==> src/rtl/rli_pkg.sv <==
// package: register map, field positions and reset values
// assumes: 32-bit apb, registers one aligned word each

package rli_pkg;

   // -------------------------------------------------
   // widths
   // -------------------------------------------------
   localparam int ADDR_W = 32;
   localparam int DATA_W = 32;
   localparam int NUM_SRC = 10;
   localparam int NUM_HW = 9;

   // -------------------------------------------------
   // register byte addresses
   // -------------------------------------------------
   localparam logic [31:0] ADDR_MASK = 32'h4000000C;
   localparam logic [31:0] ADDR_STAT = 32'h40000010;
   localparam logic [31:0] ADDR_RAW = 32'h40000014;
   localparam logic [31:0] ADDR_ACK = 32'h40000018;
   localparam logic [31:0] ADDR_TRIG = 32'h4000001C;

   // -------------------------------------------------
   // source bit positions
   // -------------------------------------------------
   localparam int BIT_TICK = 0;
   localparam int BIT_RX = 1;
   localparam int BIT_WAKE = 2;
   localparam int BIT_EVEND = 3;
   localparam int BIT_CIPHER = 4;
   localparam int BIT_FAULT = 5;
   localparam int BIT_GROSS = 6;
   localparam int BIT_FINE = 7;
   localparam int BIT_ABORT = 8;
   localparam int BIT_SOFT = 9;
   localparam int BIT_TDE = 15;

   // -------------------------------------------------
   // reset values and writable bits
   // -------------------------------------------------
   localparam logic [31:0] MASK_RESET = 32'h0000811F;
   localparam logic [31:0] MASK_WRITABLE = 32'h000083FF;
   localparam logic [9:0] FLAG_RESET = 10'h000;
   localparam logic [31:0] ZERO_WORD = 32'h00000000;

endpackage

==> src/rtl/rli_reg_if.sv <==
// interface: decoded register access between apb port and core
// assumes: single clock, strobes valid for one cycle

`timescale 1ns/1ps

interface rli_reg_if;
   logic        wr_mask;
   logic        wr_ack;
   logic        wr_trig;
   logic [31:0] wdata;
   logic        sel_mask;
   logic        sel_stat;
   logic        sel_raw;
   logic [31:0] mask_word;
   logic [31:0] stat_word;
   logic [31:0] raw_word;

   modport port (
      output wr_mask, wr_ack, wr_trig, wdata,
      output sel_mask, sel_stat, sel_raw,
      input  mask_word, stat_word, raw_word
   );

   modport core (
      input  wr_mask, wr_ack, wr_trig, wdata,
      input  sel_mask, sel_stat, sel_raw,
      output mask_word, stat_word, raw_word
   );
endinterface

==> src/rtl/rli_irq_core.sv <==
// module: link interrupt mask, raw and masked pending flags
// assumes: event inputs are one-cycle pulses on pclk
//
// What this block does
// - bit 15 lets base ticks through during events; resets to one
// - each source raises its interrupt only while its enable bit is one
// - soft interrupt enable at bit 9, read/write, resets to zero
// - event abort enable at bit 8, read/write, resets to one
// - fine timer enable at bit 7, read/write, resets to zero
// - gross timer enable at bit 6, read/write, resets to zero
// - cipher enable at bit 4, read/write, resets to one
// - event end enable at bit 3, read/write, resets to one
// - wake enable at bit 2, read/write, resets to one
// - receive bit 1 and base tick bit 0 enables, read/write, reset one
// - status bit 9 shows pending soft interrupt, resets zero
// - status bit 8 shows pending event abort interrupt, resets zero
// - status bit 7 shows masked fine timer interrupt, resets zero
// - status bit 6 shows masked gross timer interrupt, resets zero
// - status bit 5 shows fault masked by bit 5 enable, reset zero
// - status bit 4 shows masked cipher interrupt, resets zero
// - status bit 3 shows masked event end interrupt, resets zero
// - status bit 2 shows masked wake interrupt, resets zero
// - status bit 1 shows masked receive interrupt, resets zero
// - status bit 0 shows masked base tick interrupt, resets zero
// - unmasked raw flags readable at the same bit positions
// - writing one to a clear bit drops raw and masked flag; reads zero
// - interrupt outputs are levels held until cleared or until their enable bit is written to zero

`timescale 1ns/1ps

module rli_irq_core (
   // clock and reset
   input  wire logic        pclk,
   input  wire logic        presetn,
   // apb
   input  wire logic        psel,
   input  wire logic        penable,
   input  wire logic        pwrite,
   input  wire logic [31:0] paddr,
   input  wire logic [31:0] pwdata,
   output logic      [31:0] prdata,
   output logic             pready,
   output logic             pslverr,
   // source events from the link core
   input  wire logic [8:0]  hw_event,
   input  wire logic        in_event,
   // interrupt outputs
   output logic      [9:0]  irq_status,
   output logic             link_irq
);

   // -------------------------------------------------
   // declarations
   // -------------------------------------------------
   rli_reg_if regs ();

   logic [31:0] mask;
   logic [9:0]  raw;
   logic [9:0]  status;
   logic [9:0]  next_raw;
   logic [9:0]  next_status;
   logic [9:0]  src_set;
   logic [9:0]  ack_clr;
   logic [9:0]  enable;
   logic        soft_set;
   logic        tick_during_event_enable;
   logic        tick_allowed;

   // -------------------------------------------------
   // register bus port
   // -------------------------------------------------
   rli_apb_port u_port (
      .pclk    (pclk),
      .presetn (presetn),
      .psel    (psel),
      .penable (penable),
      .pwrite  (pwrite),
      .paddr   (paddr),
      .pwdata  (pwdata),
      .prdata  (prdata),
      .pready  (pready),
      .pslverr (pslverr),
      .regs    (regs.port)
   );

   // -------------------------------------------------
   // enable mask register
   // -------------------------------------------------
   always_ff @(posedge pclk or negedge presetn) begin
      if (!presetn) begin
         mask <= rli_pkg::MASK_RESET;
      end else if (regs.wr_mask) begin
         mask <= regs.wdata & rli_pkg::MASK_WRITABLE;
      end
   end

   assign enable = mask[rli_pkg::NUM_SRC-1:0];
   assign tick_during_event_enable = mask[rli_pkg::BIT_TDE];

   // hold in the reset and write mask above
   assign regs.mask_word = mask;

   // -------------------------------------------------
   // event inputs
   // -------------------------------------------------
   // no tick is generated inside an event unless allowed
   assign tick_allowed = ~in_event | tick_during_event_enable;

   // soft trigger comes from a register write only
   assign soft_set = regs.wr_trig & regs.wdata[rli_pkg::BIT_SOFT];

   always_comb begin
      src_set = {soft_set, hw_event};
      src_set[rli_pkg::BIT_TICK] = hw_event[rli_pkg::BIT_TICK]
                                   & tick_allowed;
   end

   // clear bits act once, nothing is stored
   assign ack_clr = regs.wr_ack ? regs.wdata[rli_pkg::NUM_SRC-1:0]
                                : rli_pkg::FLAG_RESET;

   // -------------------------------------------------
   // per-source flags
   // -------------------------------------------------
   genvar g;
   generate
      for (g = 0; g < rli_pkg::NUM_SRC; g++) begin : g_src
         // a new event in the clearing cycle wins
         assign next_raw[g] = src_set[g]
                              | (raw[g] & ~ack_clr[g]);
         assign next_status[g] = next_raw[g] & enable[g];
      end
   endgenerate

   // -------------------------------------------------
   // raw pending flags
   // -------------------------------------------------
   always_ff @(posedge pclk or negedge presetn) begin
      if (!presetn) begin
         raw <= rli_pkg::FLAG_RESET;
      end else begin
         raw <= next_raw;
      end
   end

   // -------------------------------------------------
   // masked pending flags
   // -------------------------------------------------
   always_ff @(posedge pclk or negedge presetn) begin
      if (!presetn) begin
         status <= rli_pkg::FLAG_RESET;
      end else begin
         // each bit is raw and its enable
         status <= next_status;
      end
   end

   // -------------------------------------------------
   // interrupt line
   // -------------------------------------------------
   always_ff @(posedge pclk or negedge presetn) begin
      if (!presetn) begin
         link_irq <= 1'b0;
      end else begin
         link_irq <= |next_status;
      end
   end

   assign irq_status = status;

   // -------------------------------------------------
   // read views
   // -------------------------------------------------
   assign regs.stat_word = {22'h000000, status};
   assign regs.raw_word = {22'h000000, raw};

endmodule

==> src/rtl/rli_apb_port.sv <==
// module: apb slave, address decode and read data register
// assumes: apb master per protocol, pclk domain only

`timescale 1ns/1ps

module rli_apb_port (
   // clock and reset
   input  wire logic        pclk,
   input  wire logic        presetn,
   // apb
   input  wire logic        psel,
   input  wire logic        penable,
   input  wire logic        pwrite,
   input  wire logic [31:0] paddr,
   input  wire logic [31:0] pwdata,
   output logic      [31:0] prdata,
   output logic             pready,
   output logic             pslverr,
   // decoded access
   rli_reg_if.port          regs
);

   logic hit_mask;
   logic hit_stat;
   logic hit_raw;
   logic hit_ack;
   logic hit_trig;
   logic hit_any;
   logic setup;
   logic access;
   logic err_q;

   // -------------------------------------------------
   // decode
   // -------------------------------------------------
   assign hit_mask = (paddr == rli_pkg::ADDR_MASK);
   assign hit_stat = (paddr == rli_pkg::ADDR_STAT);
   assign hit_raw = (paddr == rli_pkg::ADDR_RAW);
   assign hit_ack = (paddr == rli_pkg::ADDR_ACK);
   assign hit_trig = (paddr == rli_pkg::ADDR_TRIG);
   assign hit_any = hit_mask | hit_stat | hit_raw | hit_ack | hit_trig;
   assign setup = psel & ~penable;
   assign access = psel & penable;

   assign regs.sel_mask = hit_mask;
   assign regs.sel_stat = hit_stat;
   assign regs.sel_raw = hit_raw;
   assign regs.wdata = pwdata;
   assign regs.wr_mask = access & pwrite & hit_mask & ~err_q;
   assign regs.wr_ack = access & pwrite & hit_ack & ~err_q;
   assign regs.wr_trig = access & pwrite & hit_trig & ~err_q;

   // -------------------------------------------------
   // answer: one wait-free access after setup
   // -------------------------------------------------
   assign pready = access;
   assign pslverr = access & err_q;

   always_ff @(posedge pclk or negedge presetn) begin
      if (!presetn) begin
         err_q <= 1'b0;
      end else if (setup) begin
         err_q <= ~hit_any;
      end
   end

   always_ff @(posedge pclk or negedge presetn) begin
      if (!presetn) begin
         prdata <= rli_pkg::ZERO_WORD;
      end else if (setup) begin
         if (pwrite || !hit_any) begin
            prdata <= rli_pkg::ZERO_WORD;
         end else if (hit_mask) begin
            prdata <= regs.mask_word;
         end else if (hit_stat) begin
            prdata <= regs.stat_word;
         end else if (hit_raw) begin
            prdata <= regs.raw_word;
         end else begin
            prdata <= rli_pkg::ZERO_WORD;
         end
      end
   end

endmodule

==> config.mk <==
export PLATFORM = sky130hd
export DESIGN_NAME = rli_irq_core
export DESIGN_NICKNAME = d
export VERILOG_FILES = /design/src/rtl/rli_pkg.sv /design/src/rtl/rli_reg_if.sv /design/src/rtl/rli_irq_core.sv /design/src/rtl/rli_apb_port.sv
export SDC_FILE = /design/constraint.sdc
export NUM_CORES = 1
export LEC_CHECK = 0
export ABC_CLOCK_PERIOD_IN_PS = 2430
export BUFFER_PORTS_ARGS = -buffer_cell sky130_fd_sc_hd__clkbuf_2
export CELL_PAD_IN_SITES_DETAIL_PLACEMENT = 1
export CELL_PAD_IN_SITES_GLOBAL_PLACEMENT = 1
export CORE_MARGIN = 10
export CORE_UTILIZATION = 32
export CTS_BUF_LIST = sky130_fd_sc_hd__clkbuf_16
export DETAILED_ROUTE_END_ITERATION = 10
export MAX_ROUTING_LAYER = met4
export PLACE_DENSITY = 0.88
export REMOVE_ABC_BUFFERS = 1
export SYNTH_ARGS = -nofsm -noshare
export SYNTH_HDL_FRONTEND = slang
export SYNTH_SLANG_ARGS = --single-unit
==> constraint.sdc <==
create_clock -name pclk -period 2.43 [get_ports pclk]
set_input_delay 0.1215 -clock pclk [delete_from_list [all_inputs] [get_ports pclk]]
set_output_delay 0.1215 -clock pclk [all_outputs]
set_load 0.02 [all_outputs]
==> summary.md <==
| Metric | Value |
|---|---|
| Status | completed |
| Synth async-reset ratio | 1.00 |
| Longest Clk Path Bufs | 2 |
| Largest fanout on the critical path | 12 |
| Post_cts resized | 0 |
| Maximum vdd drop | 0.000266 V |
| Syn Inst Count | approximately 220 |
| Worst Path Required | 2580 ps |
| Layout cell share with drive strength beyond 1 | 0.392 |
| Die ar. | 10900 µm² |
| First-pass GRT wire length | 12000 µm |
| Initial antenna violation count | 0 |
| Critical path data arrival time | 2390 ps |
| Finished Layout Cells | 410 |
| Slew headroom | 0.576 |
| Share of the synthesized area in the top cell type | 0.406 |
| Worst slew pin tran | 630 ps |
| # IOs | 124 |
| Routed WL | 7530 µm |
| DRT Pass-1 Iters | 4 |
| Pre-CTS WS | 57.8 ps |
| R2r endpoint | link_irq |
| CTS sink count | 44 |
| Crit share post-route | 0.923 |
| Fin Hold WS | 48.2 ps |
| Post-DR vias/cell | 4.92 |
| Worst setup SP type | register |
| Reg clk slew, reported paths | around 60 ps |
| Worst reg2reg path depth | 7 |
| Critical register-to-register path startpoint | u_port.err_q |
| H-Tree Depth | 2 |
| Post-synthesis sequential area ratio | 0.486 |
| Total design power | 1.54 mW |
| Via count | ~2000 |
| Antenna diodes | 0 |
| TritonCTS clock tree | done |
| Number of synthesized flops with an enable pin | 0 |
| Final min period | approximately 2200 ps |
| Cell taking the most area after synthesis | dfrtp_1 |
| Postcts setup bufs | 0 |
| Max-Cap Viols | 0 |
| Clock skew | 4.00 ps |
| Final nets | 392 |
| Mapped Area | 2280 µm² |
| # rows | 30 |
| Power per cell area | 529 nW/µm² |
| Worst min path class | primary input to register |
| Reg2reg setup slack | 190 ps |
| Initial drt markers | 80 |
| CP endpoint | link_irq |
| GRT Overall Usage | 0.140 |
| ANT nets after route | 0 |
| DP HPWL | 5940 µm |
| Hold buffers post-CTS | 1 |
| Synth warn | 0 |
| Top_reg_cell synth | dfrtp_1 |
| CTS buffer count | 5 |
| Vert. Die Dim | 104 µm |
| Slowest stage delay, CP | 390 ps |
| Final Cell Area | 2920 µm² |
| Root buf cell | clkbuf_16 |
| Leakage power | 1.41 nW |
| Kind of critical path | register to register |
| Synth top area cells | dfrtp_1, dfstp_2, buf_4, mux2_2, nand2_1 |
| Worst-Skew Late Latency | 280 ps |
| Pin count of the biggest net entering global routing | 45 |
| Chip width | 104 µm |
| Area growth syn-to-layout | 28.0% |
| Hold_sp | hw_event[4] |
| Netlist cell types | 38 |
| Cell Area, Placed | 2770 µm² |
| Setup crit start | u_port.err_q |
| Critical-path top delay cell | dfrtp_1 |
| Register bit total from synthesis | 44 |
| Final setup violating endpoints | 0 |
| Port buffer count | 81 |
| FMAX | 446 MHz |
| Wire length per cell | roughly 18 µm |
| Number of global-route vias before repair | 2323 |
| Total core area | 6870 µm² |
| Initial Util | 0.332 |
| Routability Congestion | just over 0.8 |
| Worst setup margin | 186 ps |
| Worst path cell trace | and4b_1, nand3b_1, nor4_2, buf_4, a31oi_1, nor4_1, nand3_1 |
| Final Hold Fails | 0 |
| Worst setup EP type | register |
| Slew Viols, Final | 0 |
| Remaining DRCs | 0 |
| Mean Syn Cell Area | just over 10 µm² |
| GR Overflow Total | 0 |
| Unrepaired setup endpoints after global routing | no |
| DP Cell Count | roughly 400 |
## worst min-delay path by stage
stage,cells after the start,slack [ps],to
after floorplan,0,-170,irq_status[0]
after global placement,2,230,mask[7]
after detailed placement,2,230,raw[7]
after CTS,3,50,raw[4]
after global routing,2,60,raw[3]
final,3,50,raw[4]
## layer usage
metal	up-vias	track usage	part of all wire
li1	936	-	-
met1	1008	0.154	0.42
met5	-	-	0
met2	67	0.251	0.52
met4	0	0.0288	0.0094
met3	6	0.0316	0.048
## Yosys cell counts, types with 2 or more instances
library cell / number
a21o_1: 4
a21oi_1: 7
a2bb2oi_1: 10
a31oi_1: 4
and2_1: 2
buf_4: 21
clkbuf_1: 4
dfrtp_1: 37
dfstp_2: 7
inv_1: 5
mux2_2: 12
mux2i_1: 11
nand2_1: 34
nand3_1: 2
nand3b_1: 2
nor2_1: 2
nor3_1: 2
nor3b_1: 6
nor4_1: 11
nor4b_1: 2
o21ai_0: 10
o21ai_1: 8
o21ai_2: 2
or4_1: 2
## metrics by stage
step / setup TNS, ps / utilization
2_1_floorplan: -104 / -
3_3_place_gp: 0 / 0.403
3_5_place_dp: 0 / 0.403
4_1_cts: 0 / 0.425
5_1_grt: 0 / 0.425
6_report: 0 / 0.425
## power by group
| group | switching (mW) | internal (mW) | leakage, nW |
|---|---|---|---|
| logic | 0.0942 | 0.0573 | 0.804 |
| clock network | 0.279 | 0.377 | 0.0635 |
| registers | 0.00119 | 0.735 | 0.540 |
## placed cells by master (no fill, tap or decap), types with 4 or more instances in the layout
cell       instances
a21oi_1            7
mux2i_1           11
dfstp_2            7
clkbuf_2          81
a21o_1             4
mux2_2            12
clkbuf_16          5
inv_1              5
dfrtp_1           37
o21ai_0           10
a2bb2oi_1         10
conb_1            21
o21ai_1            8
buf_4             10
nor3b_1            6
nand2_1           34
nor4_1            10
a31oi_1            4
## flip-flops by register name, indices dropped and copies added (netlist names)
signal / flops
irq_status: 10
u_port.err_q: 1
u_port.prdata: 11
link_irq: 1
raw: 10
mask: 11
## area by class of cell
cell class	count	area [µm²]
clock inverter	3	18.8
multi-input combinational	165	1040
tap	96	120
fill	834	3950
sequential	44	1110
timing repair buffer	92	490
clock buffer	5	125
inverter	5	18.8
## critical path: cells and delay by family, from the launching register on
family          cells  cell delay (ps)
simple gates        5             1300
compound gates      1              170
flops               1              390
buf+inv             1              250
## cell families after synthesis
family                 after synthesis  share of synthesized area
flip-flops                          44                      0.486
multiplexers                        23                      0.107
AND/OR/NAND/NOR                     75                      0.181
AO/OA/AOI/OAI                       46                      0.128
other                                1                    0.00164
buffers and inverters               32                     0.0948
Power figures use the tool's default switching activity.
